`config.mk`:
```
export PLATFORM = sky130hd
export DESIGN_NAME = pbg_gate_top
export DESIGN_NICKNAME = d
export VERILOG_FILES = /design/src/rtl/pbg_pkg.sv /design/src/rtl/pbg_gate_top.sv /design/src/rtl/pbg_stage.sv
export VERILOG_INCLUDE_DIRS = /design/src /design/src/rtl
export SDC_FILE = /design/constraint.sdc
export NUM_CORES = 1
export LEC_CHECK = 0
export BUFFER_PORTS_ARGS = -buffer_cell sky130_fd_sc_hd__buf_2
export CORE_ASPECT_RATIO = 1.25
export CORE_MARGIN = 10
export CORE_UTILIZATION = 53
export DETAILED_ROUTE_END_ITERATION = 7
export PLACE_DENSITY = 0.78
export SETUP_SLACK_MARGIN = 0.2
export SYNTH_ARGS = -nofsm -noshare
export SYNTH_HDL_FRONTEND = slang
export SYNTH_SLANG_ARGS = --single-unit
```
`constraint.sdc`:
```
create_clock -name mclk -period 9.2 [get_ports mclk]
set_input_delay 0.92 -clock mclk [delete_from_list [all_inputs] [get_ports mclk]]
set_output_delay 0.92 -clock mclk [all_outputs]
set_load 0.005 [all_outputs]
```
`src/rtl/pbg_regs.svh`:
```
// register offsets, field positions, reset values and timing counts
// for the protection blocking gate; included by the package and the top
`ifndef PBG_REGS_SVH
`define PBG_REGS_SVH

// sizes
`define PBG_NSTG      4
`define PBG_PIN_W     8
`define PBG_ASSIGN_W  16
`define PBG_SEL_W     5
`define PBG_CFG_W     23
`define PBG_CNT_W     16

// byte offsets on the bus
`define PBG_OFS_CTRL   8'h00
`define PBG_OFS_STATUS 8'h04
`define PBG_OFS_NVMIN  8'h08
`define PBG_OFS_NVDLY  8'h0c
`define PBG_OFS_STG0   8'h10
`define PBG_OFS_STGEND 8'h30

// control register fields
`define PBG_CTRL_EN     0
`define PBG_CTRL_PERMIT 1
`define PBG_CTRL_SEL_LO 4
`define PBG_CTRL_SEL_HI 8

// reset values
`define PBG_CTRL_RST  9'h000
`define PBG_CFG_RST   23'h000000
`define PBG_CNT_RST   16'h0000

// timing: processing cycle derived from the clock period
`define PBG_MCLK_NS   50
`define PBG_PROC_NS   1000
`define PBG_PROC_CYC  (`PBG_PROC_NS / `PBG_MCLK_NS)

`endif

```
`src/rtl/pbg_pkg.sv`:
```
// types shared by the protection blocking gate top and its stage module
// assumes pbg_regs.svh is on the include path
`include "pbg_regs.svh"

package pbg_pkg;

  // direction a stage answers to
  typedef enum logic [1:0] {
    DIR_NONE = 2'h0,
    DIR_FWD  = 2'h1,
    DIR_REV  = 2'h2
  } pbg_dir_mode_t;

  // timer states, used by stage delay and neutral release delay
  typedef enum logic [2:0] {
    TM_IDLE = 3'b001,
    TM_RUN  = 3'b010,
    TM_DONE = 3'b100
  } pbg_tmr_state_t;

  // per-stage configuration, laid out as its register
  typedef struct packed {
    logic [4:0]    selTrip;
    logic [4:0]    selB;
    logic [4:0]    selA;
    pbg_dir_mode_t dirMode;
    logic          supervOnly;
    logic          usesRms;
    logic          extTripPermit;
    logic          tripPermBlock;
    logic          extBlockPermit;
    logic          enable;
  } pbg_stage_cfg_t;

  typedef struct packed {
    logic fwd;
    logic rev;
    logic released;
  } pbg_dir_t;

  typedef struct packed {
    logic pickup;
    logic blkA;
    logic blkB;
    logic tripBlk;
  } pbg_stage_in_t;

  typedef struct packed {
    logic active;
    logic alarm;
    logic operated;
    logic trip;
  } pbg_stage_out_t;

  // selector 0 means no assignment, n picks list entry n-1
  function automatic logic pbg_pick(input logic [4:0] sel, input logic [15:0] vec);
    logic [4:0] idx;
    idx = sel - 5'h01;
    return (sel == 5'h00) ? 1'b0 : vec[idx[3:0]];
  endfunction : pbg_pick

endpackage : pbg_pkg

```
`src/rtl/pbg_gate_top.sv`:
```
// protection blocking gate: wishbone registers, pin synchronisers,
// processing-cycle divider, global gate, neutral release timer, stages
// assumes a classic wishbone master on mclk and measurement logic on mclk
//
// Notes on behaviour
// - global disable stops every stage
// - each stage has its own enable
// - permanent trip block suppresses stage trip only
// - global blocked while permitted assigned signal high
// - stage blocked by permitted input a or b
// - permitted external trip block suppresses trip
// - any assignment list signal may block
// - fundamental elements blocked outside nominal frequency
// - rms elements ignore frequency range
// - supervision-only stage: no alarm, no trip
// - direction mode none, forward or reverse
// - stage delay adds after direction release
// - direction released after threshold plus delay
//
// Chosen here: the Wishbone slave port and the placing of the registers.
`timescale 1ns/100ps
`default_nettype none
`include "pbg_regs.svh"

module pbg_gate_top
  import pbg_pkg::*;
(
  // clock and reset
  input  wire logic        mclk,
  input  wire logic        resetn,
  // wishbone slave
  input  wire logic        wb_cyc_i,
  input  wire logic        wb_stb_i,
  input  wire logic        wb_we_i,
  input  wire logic [7:0]  wb_adr_i,
  input  wire logic [3:0]  wb_sel_i,
  input  wire logic [31:0] wb_dat_i,
  output logic      [31:0] wb_dat_o,
  output logic             wb_ack_o,
  // pins from outside the clock domain
  input  wire logic [7:0]  assignPin,
  input  wire logic        freqInRangePin,
  // measurement logic on mclk
  input  wire logic [15:0] neutralVoltage,
  input  wire logic        dirFwd,
  input  wire logic        dirRev,
  input  wire logic [3:0]  stagePickup,
  // gated results
  output logic             protActive,
  output logic             dirReleased,
  output logic [3:0]       stageActive,
  output logic [3:0]       stageAlarm,
  output logic [3:0]       stageTrip,
  output logic             genAlarm,
  output logic             genTrip
);

  localparam int NSTG = `PBG_NSTG;

  // byte-lane merge, used by every writable register
  function automatic logic [31:0] wmerge(input logic [31:0] old, input logic [31:0] wd,
                                         input logic [3:0] sel);
    logic [31:0] r;
    r = old;
    for (int b = 0; b < 4; b++) begin
      if (sel[b]) r[b*8 +: 8] = wd[b*8 +: 8];
    end
    return r;
  endfunction : wmerge

  // register file state
  logic [8:0]     ctrl_r, ctrl_nxt;
  logic [15:0]    nvMin_r, nvMin_nxt;
  logic [15:0]    nvDly_r, nvDly_nxt;
  pbg_stage_cfg_t cfg_r [NSTG];
  pbg_stage_cfg_t cfg_nxt [NSTG];
  logic [15:0]    dly_r [NSTG];
  logic [15:0]    dly_nxt [NSTG];
  logic           ack_nxt;
  logic [31:0]    dat_nxt;

  // bus decode
  logic           hit, wr, inStg;
  logic [7:0]     stgOfs;
  logic [1:0]     stgIdx;
  logic [31:0]    stsWord;

  // synchronisers and filtered levels
  logic [8:0]     sync1_r, sync2_r, sync3_r;
  logic [8:0]     filt_r, filt_nxt;

  // divider
  logic [4:0]     divCnt_r, divCnt_nxt;
  logic           tick_r, tick_nxt;

  // global gate, release timer and general outputs
  logic           protAct_nxt;
  pbg_tmr_state_t rl_r, rl_nxt;
  logic [15:0]    rlCnt_r, rlCnt_nxt;
  logic           rel_nxt, nvAbove;
  logic           genAlarm_nxt, genTrip_nxt;

  // stage wiring
  logic [15:0]    assignVec;
  pbg_stage_in_t  sin [NSTG];
  pbg_stage_out_t sout [NSTG];
  logic [3:0]     operVec;
  pbg_dir_t       dirBus;

  assign stgOfs = wb_adr_i - `PBG_OFS_STG0;
  assign stgIdx = stgOfs[4:3];
  assign inStg  = (wb_adr_i >= `PBG_OFS_STG0) && (wb_adr_i < `PBG_OFS_STGEND);
  assign hit    = wb_cyc_i & wb_stb_i & ~wb_ack_o;
  assign wr     = wb_cyc_i & wb_stb_i & wb_we_i & wb_ack_o; // lands on the edge the master samples ack
  assign stsWord = {11'h000, filt_r[8], stageTrip, operVec, stageAlarm, stageActive,
                    2'h0, dirReleased, protActive};

  // register writes and read mux; ack one cycle after the request,
  // dropped the cycle after; a write lands with ack, not a cycle early
  always_comb begin
    ctrl_nxt  = ctrl_r;
    nvMin_nxt = nvMin_r;
    nvDly_nxt = nvDly_r;
    cfg_nxt   = cfg_r;
    dly_nxt   = dly_r;
    ack_nxt   = hit;
    dat_nxt   = 32'h0000_0000; // unmapped reads answer zero
    if (wr) begin
      unique case (wb_adr_i)
        `PBG_OFS_CTRL:  ctrl_nxt  = 9'(wmerge({23'h000000, ctrl_r}, wb_dat_i, wb_sel_i));
        `PBG_OFS_NVMIN: nvMin_nxt = 16'(wmerge({16'h0000, nvMin_r}, wb_dat_i, wb_sel_i));
        `PBG_OFS_NVDLY: nvDly_nxt = 16'(wmerge({16'h0000, nvDly_r}, wb_dat_i, wb_sel_i));
        default: begin
          if (inStg && !stgOfs[2]) begin
            cfg_nxt[stgIdx] = pbg_stage_cfg_t'(23'(wmerge({9'h000, cfg_r[stgIdx]}, wb_dat_i, wb_sel_i)));
          end else if (inStg) begin
            dly_nxt[stgIdx] = 16'(wmerge({16'h0000, dly_r[stgIdx]}, wb_dat_i, wb_sel_i));
          end
        end
      endcase
    end
    if (hit && !wb_we_i) begin
      unique case (wb_adr_i)
        `PBG_OFS_CTRL:   dat_nxt = {23'h000000, ctrl_r};
        `PBG_OFS_STATUS: dat_nxt = stsWord;
        `PBG_OFS_NVMIN:  dat_nxt = {16'h0000, nvMin_r};
        `PBG_OFS_NVDLY:  dat_nxt = {16'h0000, nvDly_r};
        default: begin
          if (inStg && !stgOfs[2]) dat_nxt = {9'h000, cfg_r[stgIdx]};
          else if (inStg) dat_nxt = {16'h0000, dly_r[stgIdx]};
        end
      endcase
    end
  end

  always_ff @(posedge mclk or negedge resetn) begin
    if (!resetn) begin
      ctrl_r   <= `PBG_CTRL_RST;
      nvMin_r  <= `PBG_CNT_RST;
      nvDly_r  <= `PBG_CNT_RST;
      wb_ack_o <= 1'b0;
      wb_dat_o <= 32'h0000_0000;
      for (int i = 0; i < NSTG; i++) begin
        cfg_r[i] <= pbg_stage_cfg_t'(`PBG_CFG_RST);
        dly_r[i] <= `PBG_CNT_RST;
      end
    end else begin
      ctrl_r   <= ctrl_nxt;
      nvMin_r  <= nvMin_nxt;
      nvDly_r  <= nvDly_nxt;
      wb_ack_o <= ack_nxt;
      wb_dat_o <= dat_nxt;
      cfg_r    <= cfg_nxt;
      dly_r    <= dly_nxt;
    end
  end

  // pin synchronisers; a level counts once stages two and three agree,
  // which costs a cycle but rejects a single-cycle glitch
  always_comb begin
    filt_nxt = filt_r;
    for (int i = 0; i < 9; i++) begin
      if (sync2_r[i] == sync3_r[i]) filt_nxt[i] = sync3_r[i];
    end
  end

  always_ff @(posedge mclk or negedge resetn) begin
    if (!resetn) begin
      sync1_r <= 9'h000;
      sync2_r <= 9'h000;
      sync3_r <= 9'h000;
      filt_r  <= 9'h000;
    end else begin
      sync1_r <= {freqInRangePin, assignPin};
      sync2_r <= sync1_r;
      sync3_r <= sync2_r;
      filt_r  <= filt_nxt;
    end
  end

  // processing-cycle divider
  always_comb begin
    tick_nxt   = (divCnt_r == 5'(`PBG_PROC_CYC - 1));
    divCnt_nxt = tick_nxt ? 5'h00 : divCnt_r + 5'h01;
  end

  always_ff @(posedge mclk or negedge resetn) begin
    if (!resetn) begin
      divCnt_r <= 5'h00;
      tick_r   <= 1'b0;
    end else begin
      divCnt_r <= divCnt_nxt;
      tick_r   <= tick_nxt;
    end
  end

  // assignment list: synced pins plus internal stage states
  assign assignVec = {stageTrip, stageAlarm, filt_r[7:0]};

  // global gate and neutral release timer, both stepped per processing cycle
  always_comb begin
    protAct_nxt = protActive;
    rl_nxt      = rl_r;
    rlCnt_nxt   = rlCnt_r;
    nvAbove     = neutralVoltage > nvMin_r;
    if (tick_r) begin
      protAct_nxt = ctrl_r[`PBG_CTRL_EN]
                    & ~(ctrl_r[`PBG_CTRL_PERMIT]
                    & pbg_pick(ctrl_r[`PBG_CTRL_SEL_HI:`PBG_CTRL_SEL_LO], assignVec));
      unique case (rl_r)
        TM_IDLE: begin
          if (nvAbove) begin
            rl_nxt    = TM_RUN;
            rlCnt_nxt = 16'h0000;
          end
        end
        TM_RUN: begin
          if (!nvAbove) rl_nxt = TM_IDLE;
          else if (rlCnt_r >= nvDly_r) rl_nxt = TM_DONE;
          else rlCnt_nxt = rlCnt_r + 16'h0001;
        end
        TM_DONE: begin
          if (!nvAbove) rl_nxt = TM_IDLE;
        end
      endcase
    end
    rel_nxt = (rl_nxt == TM_DONE);
  end

  always_ff @(posedge mclk or negedge resetn) begin
    if (!resetn) begin
      protActive  <= 1'b0;
      rl_r        <= TM_IDLE;
      rlCnt_r     <= 16'h0000;
      dirReleased <= 1'b0;
    end else begin
      protActive  <= protAct_nxt;
      rl_r        <= rl_nxt;
      rlCnt_r     <= rlCnt_nxt;
      dirReleased <= rel_nxt;
    end
  end

  assign dirBus = '{fwd: dirFwd, rev: dirRev, released: dirReleased};

  // stages
  genvar g;
  generate
    for (g = 0; g < NSTG; g++) begin : gStage
      assign sin[g] = '{pickup:  stagePickup[g],
                        blkA:    pbg_pick(cfg_r[g].selA, assignVec),
                        blkB:    pbg_pick(cfg_r[g].selB, assignVec),
                        tripBlk: pbg_pick(cfg_r[g].selTrip, assignVec)};
      pbg_stage uStage (
        .mclk       (mclk),
        .resetn     (resetn),
        .tick       (tick_r),
        .protActive (protActive),
        .freqOk     (filt_r[8]),
        .cfg        (cfg_r[g]),
        .delay      (dly_r[g]),
        .sin        (sin[g]),
        .dir        (dirBus),
        .sout       (sout[g])
      );
      assign stageActive[g] = sout[g].active;
      assign stageAlarm[g]  = sout[g].alarm;
      assign stageTrip[g]   = sout[g].trip;
      assign operVec[g]     = sout[g].operated;
    end
  endgenerate

  // general alarm and trip collect the stage outputs
  always_comb begin
    genAlarm_nxt = |stageAlarm;
    genTrip_nxt  = |stageTrip;
  end

  always_ff @(posedge mclk or negedge resetn) begin
    if (!resetn) begin
      genAlarm <= 1'b0;
      genTrip  <= 1'b0;
    end else begin
      genAlarm <= genAlarm_nxt;
      genTrip  <= genTrip_nxt;
    end
  end

  property p_globalOff;
    @(posedge mclk) disable iff (!resetn) tick_r && !ctrl_r[`PBG_CTRL_EN] |=> !protActive;
  endproperty
  a_globalOff: assert property (p_globalOff) else $error("protection active while disabled");

  property p_globalBlk;
    @(posedge mclk) disable iff (!resetn)
      tick_r && ctrl_r[`PBG_CTRL_PERMIT] && pbg_pick(ctrl_r[8:4], assignVec) |=> !protActive;
  endproperty
  a_globalBlk: assert property (p_globalBlk) else $error("protection active while blocked");

  property p_globalFree;
    @(posedge mclk) disable iff (!resetn)
      tick_r && ctrl_r[`PBG_CTRL_EN] && !(ctrl_r[`PBG_CTRL_PERMIT] && pbg_pick(ctrl_r[8:4], assignVec))
      |=> protActive;
  endproperty
  a_globalFree: assert property (p_globalFree) else $error("protection held off without block");

  property p_release;
    @(posedge mclk) disable iff (!resetn) $rose(dirReleased) |-> $past(nvAbove) && $past(rlCnt_r) >= $past(nvDly_r);
  endproperty
  a_release: assert property (p_release) else $error("direction released early");

  property p_tickSpacing;
    @(posedge mclk) disable iff (!resetn) tick_r |=> !tick_r [*8];
  endproperty
  a_tickSpacing: assert property (p_tickSpacing) else $error("processing tick too frequent");

  property p_genTrip;
    @(posedge mclk) disable iff (!resetn) (stageTrip == 4'h0) |=> !genTrip;
  endproperty
  a_genTrip: assert property (p_genTrip) else $error("general trip without stage trip");

endmodule : pbg_gate_top

`default_nettype wire

```
`src/rtl/pbg_stage.sv`:
```
// one protection stage: activity gate, direction check, delay timer, trip gate
// assumes tick is a one-cycle pulse per processing cycle from the top
`timescale 1ns/100ps
`default_nettype none

module pbg_stage
  import pbg_pkg::*;
(
  // clock and reset
  input  wire logic           mclk,
  input  wire logic           resetn,
  // processing cycle and global state
  input  wire logic           tick,
  input  wire logic           protActive,
  input  wire logic           freqOk,
  // configuration
  input  wire pbg_stage_cfg_t cfg,
  input  wire logic [15:0]    delay,
  // live signals
  input  wire pbg_stage_in_t  sin,
  input  wire pbg_dir_t       dir,
  // results
  output var  pbg_stage_out_t sout
);

  pbg_tmr_state_t st_r, st_nxt;
  logic [15:0]    cnt_r, cnt_nxt;
  pbg_stage_out_t out_nxt;
  logic           dirOk, actv, pick;

  // gate terms and timer, stepped once per processing cycle
  always_comb begin
    case (cfg.dirMode)
      DIR_FWD: dirOk = dir.released & dir.fwd;
      DIR_REV: dirOk = dir.released & dir.rev;
      default: dirOk = 1'b1;
    endcase
    // rms elements ignore the frequency window
    actv = protActive & cfg.enable & ~(cfg.extBlockPermit & (sin.blkA | sin.blkB))
           & (cfg.usesRms | freqOk);
    pick = actv & sin.pickup & dirOk;
    st_nxt  = st_r;
    cnt_nxt = cnt_r;
    out_nxt = sout;
    if (tick) begin
      // delay only starts once direction is released, so delays add
      unique case (st_r)
        TM_IDLE: begin
          if (pick) begin
            st_nxt  = TM_RUN;
            cnt_nxt = 16'h0000;
          end
        end
        TM_RUN: begin
          if (!pick) st_nxt = TM_IDLE;
          else if (cnt_r >= delay) st_nxt = TM_DONE;
          else cnt_nxt = cnt_r + 16'h0001;
        end
        TM_DONE: begin
          if (!pick) st_nxt = TM_IDLE;
        end
      endcase
      out_nxt.active   = actv;
      out_nxt.alarm    = pick & ~cfg.supervOnly;
      out_nxt.operated = (st_nxt == TM_DONE);
      out_nxt.trip     = (st_nxt == TM_DONE) & ~cfg.supervOnly & ~cfg.tripPermBlock
                         & ~(cfg.extTripPermit & sin.tripBlk);
    end
  end

  always_ff @(posedge mclk or negedge resetn) begin
    if (!resetn) begin
      st_r  <= TM_IDLE;
      cnt_r <= 16'h0000;
      sout  <= '0;
    end else begin
      st_r  <= st_nxt;
      cnt_r <= cnt_nxt;
      sout  <= out_nxt;
    end
  end

  property p_permBlock;
    @(posedge mclk) disable iff (!resetn) tick && cfg.tripPermBlock |=> !sout.trip;
  endproperty
  a_permBlock: assert property (p_permBlock) else $error("trip with permanent block");

  property p_extTrip;
    @(posedge mclk) disable iff (!resetn) tick && cfg.extTripPermit && sin.tripBlk |=> !sout.trip;
  endproperty
  a_extTrip: assert property (p_extTrip) else $error("trip while externally blocked");

  property p_superv;
    @(posedge mclk) disable iff (!resetn) tick && cfg.supervOnly |=> !sout.trip && !sout.alarm;
  endproperty
  a_superv: assert property (p_superv) else $error("supervision stage raised output");

  property p_freq;
    @(posedge mclk) disable iff (!resetn) tick && !cfg.usesRms && !freqOk |=> !sout.active;
  endproperty
  a_freq: assert property (p_freq) else $error("active outside frequency range");

  property p_rms;
    @(posedge mclk) disable iff (!resetn)
      tick && cfg.usesRms && protActive && cfg.enable && !(cfg.extBlockPermit && (sin.blkA || sin.blkB))
      |=> sout.active;
  endproperty
  a_rms: assert property (p_rms) else $error("rms stage not active");

  property p_extBlk;
    @(posedge mclk) disable iff (!resetn) tick && cfg.extBlockPermit && (sin.blkA || sin.blkB) |=> !sout.active;
  endproperty
  a_extBlk: assert property (p_extBlk) else $error("active while blocked");

  property p_disabled;
    @(posedge mclk) disable iff (!resetn) tick && (!cfg.enable || !protActive) |=> !sout.active && !sout.alarm;
  endproperty
  a_disabled: assert property (p_disabled) else $error("disabled stage active");

  property p_dir;
    @(posedge mclk) disable iff (!resetn) tick && cfg.dirMode == DIR_FWD && !(dir.fwd && dir.released) |=> !sout.alarm;
  endproperty
  a_dir: assert property (p_dir) else $error("forward stage picked up without forward");

  property p_delay;
    @(posedge mclk) disable iff (!resetn) $rose(sout.operated) |-> $past(cnt_r) >= $past(delay);
  endproperty
  a_delay: assert property (p_delay) else $error("operated before delay elapsed");

endmodule : pbg_stage

`default_nettype wire

```
==> run_results.csv <==
group,metric,value,unit
run_status,outcome,"completed",
placement,place_congestion,0.937,
drt,drc,0,
worst_setup_path,worstSetupPathType,"reg2reg",
clock_network,cts_sinks,378,
yosys,yosysUniqueCellTypes,74,
timing,skew,33.1,ps
clock_network,ctsHoldBuffers,0,
clock_network,clk_pin_slew_worst_paths,60,ps
clock_network,cts_tree,"built",
power_and_ir_drop,power_frac_comb,0.061,
worst_setup_path,crit_required,9630,ps
power_and_ir_drop,swShare,0.243,
yosys,ys_warn_count,0,
timing,tns,0,ps
worst_setup_path,arrival,4470,ps
global_route,track_usage,0.252,
worst_setup_path,crit_fanout,30,
yosys,ys_async_sr_fraction,1.00,
layout,nets,2531,
layout,final_area,0.0251,sq mm
worst_setup_path,r2r_slack,5160,ps
drt,via_per_inst,6.54,
job,max_cap_viol_count,0,
placement,place_ws,4730,ps
yosys,syn_inst,2293,
clock_network,clock_latency,590,ps
yosys,ys_ff_latch,378,
floorplan,num_rows,84,
global_route,grt_pass1_wl,104,mm
yosys,syn_area_per_cell,9.95,sq um
placement,dpl.cell_count,2832,
floorplan,design.core.area,0.0424,sq mm
timing,slew-limit-headroom,0.175,
yosys,synth_edf_count,0,
timing,drv_slew,0,
drt,wire_per_inst,22.7,microns
floorplan,die_area,0.0518,sq mm
layout,area_growth,9.97,%
drt,drt_iter0_drc,1794,
global_route,globalRouteOverflowTotal,0,
clock_network,root_buffer,"clkbuf_16",
timing,grt_setup_unrepaired,"false",
clock_network,htreeDepth,2,
drt,first_pass_iters,6,
layout,fin_util,0.593,
drt,drtAntennaViolNets,0,
global_route,grt_max_degree,165,
power_and_ir_drop,clock_power_share,0.484,
floorplan,pin_count,129,
power_and_ir_drop,p_seq_frac,0.455,
layout,mostFrequentLayoutCell,"dfrtp_1",
layout,multi_input_area,0.0121,sq mm
layout,drive_gt1_frac,0.160,
layout,final_cell_mix,"373 x dfrtp_1, 208 x a21oi_1, 176 x nand2_1",
timing,period_minus_slack,4040,ps
floorplan,dieWidth,206,microns
power_and_ir_drop,p_sw,0.919,mW
drt,drt_wl_total,66.1,mm
floorplan,initial_core_util,0.539,
floorplan,fp.dieH,252,microns
timing,hold_viol,0,
layout,fillCellCount,3403,
clock_network,cts.path.max_buffers,3,
power_and_ir_drop,max-vdd-ir-drop,145,uV
timing,worst_hold_slack,344,ps
timing,tightest_slew,1230,ps
timing,max_freq,0.247,GHz
drt,vias,19000,
power_and_ir_drop,power_density,151,mW/mm^2
layout,instances_no_fill,2907,
worst_setup_path,cp-end-kind,"flip-flop",
global_route,antenna_found_initial,2,
yosys,synth_flop_cell,"dfrtp_1",
yosys,netlist_area,0.0228,sq mm
worst_setup_path,crit_path_start_kind,"flip-flop",
placement,place_area,0.0236,sq mm
timing,setup_violations,0,
clock_network,numCtsBuffers,41,
timing,finalCritPeriodShare,0.440,
power_and_ir_drop,power,3.79,mW
clock_network,cts_resized,0,
layout,seq_area,0.00947,sq mm
global_route,grt_pass1_vias,19085,
power_and_ir_drop,p_int,2.87,mW
placement,dp_hpwl,46.1,mm
min_path,min_path_type,"reg2reg",
clock_network,postCtsSetupBuffers,0,
timing,setup_slack,5160,ps
yosys,seq_area_frac_synth,0.415,
power_and_ir_drop,p_leak,11.0,nW
placement,io_buffers,109,
-- critical path, stage by stage, from the launching register on --
cell	delay [ps]
dfrtp_1	540
inv_1	120
ha_1	380
mux4_2	300
mux4_2	560
a2111oi_2	410
nand2_1	610
nor2_1	820
a21oi_1	120
-- power groups by stage --
stage          Combinational, mW  Sequential (mW)  Clock (mW)
5_1_grt                    0.250             1.72        1.91
2_1_floorplan              0.142             1.73           0
6_report                   0.231             1.72        1.84
4_1_cts                    0.228             1.72        1.85
3_5_place_dp               0.226             1.75           0
3_3_place_gp               0.219             1.75           0
-- cell usage after synthesis (all sizes together), types with 5 or more instances --
| cell type | n | area share |
|---|---|---|
| a211oi | 21 | 0.0069 |
| a21o | 20 | 0.0066 |
| a21oi | 208 | 0.046 |
| a221o | 6 | 0.0026 |
| a221oi | 6 | 0.0023 |
| a22o | 7 | 0.0027 |
| a22oi | 13 | 0.0043 |
| a31oi | 6 | 0.0016 |
| and2 | 10 | 0.0027 |
| and3 | 23 | 0.0063 |
| buf | 41 | 0.011 |
| clkbuf | 117 | 0.019 |
| dfrtp | 373 | 0.41 |
| dfstp | 5 | 0.0058 |
| ha | 135 | 0.074 |
| inv | 164 | 0.027 |
| maj3 | 9 | 0.0039 |
| mux2 | 45 | 0.022 |
| mux2i | 75 | 0.033 |
| mux4 | 95 | 0.094 |
| nand2 | 176 | 0.029 |
| nand2b | 22 | 0.0060 |
| nand3 | 54 | 0.012 |
| nand4 | 38 | 0.010 |
| nor2 | 172 | 0.028 |
| nor2b | 14 | 0.0038 |
| nor3 | 35 | 0.0077 |
| nor3b | 6 | 0.0020 |
| nor4 | 15 | 0.0044 |
| nor4b | 6 | 0.0023 |
| o211ai | 15 | 0.0049 |
| o21a | 7 | 0.0023 |
| o21ai | 135 | 0.030 |
| o31ai | 48 | 0.016 |
| o32ai | 6 | 0.0023 |
| o41ai | 7 | 0.0027 |
| or2 | 9 | 0.0025 |
| or3 | 16 | 0.0044 |
| or4 | 42 | 0.014 |
| or4b | 13 | 0.0057 |
| xnor2 | 21 | 0.0081 |
| xor2 | 10 | 0.0038 |
-- cell type report --
cell class / instances / share of cell area
inverter: 165 / 0.0247
tap: 559 / 0.0279
multi-input combinational: 1600 / 0.483
clock inverter: 24 / 0.0141
timing repair buffer: 130 / 0.0289
sequential: 378 / 0.377
antenna: 1 / 0.0000997
clock buffer: 50 / 0.0446
-- registers in the layout (all words and copies together) (netlist names), 12 cells and up --
register	count
nvDly_r	16
rlCnt_r	16
wb_dat_o	23
gStage.uStage.sout	16
nvMin_r	16
gStage.uStage.st_r	12
cfg_r	92
dly_r	64
gStage.uStage.cnt_r	64
-- kinds of logic after synthesis --
logic type,synth area share
other,0.000164
AND/OR/NAND/NOR,0.145
buffers and inverters,0.0570
AO/OA/AOI/OAI,0.144
multiplexers,0.149
adder cells (fa/ha/maj),0.0779
flip-flops,0.415
XOR/XNOR,0.0119
-- per-layer routing --
layer / track usage / vias to the layer above / routed length (microns)
li1: - / 8394 / -
met1: 0.311 / 9390 / 24800
met2: 0.407 / 984 / 31500
met3: 0.0587 / 228 / 6290
met4: 0.127 / 4 / 3450
met5: 0 / - / 24
-- worst paths after layout --
check                            from  cells past startpoint                    endpoint
max in group asynchronous      resetn                      2   gStage[1].uStage.cnt_r[2]
hold / removal             sync1_r[1]                      0                  sync2_r[1]
setup reg to reg            cfg_r[31]                      8  gStage[2].uStage.cnt_r[12]
setup / recovery            cfg_r[31]                      8  gStage[2].uStage.cnt_r[12]
min in group asynchronous      resetn                      1                wb_dat_o[12]
hold reg to reg            sync1_r[1]                      0                  sync2_r[1]
No activity file was read; power rests on OpenSTA's default activity.
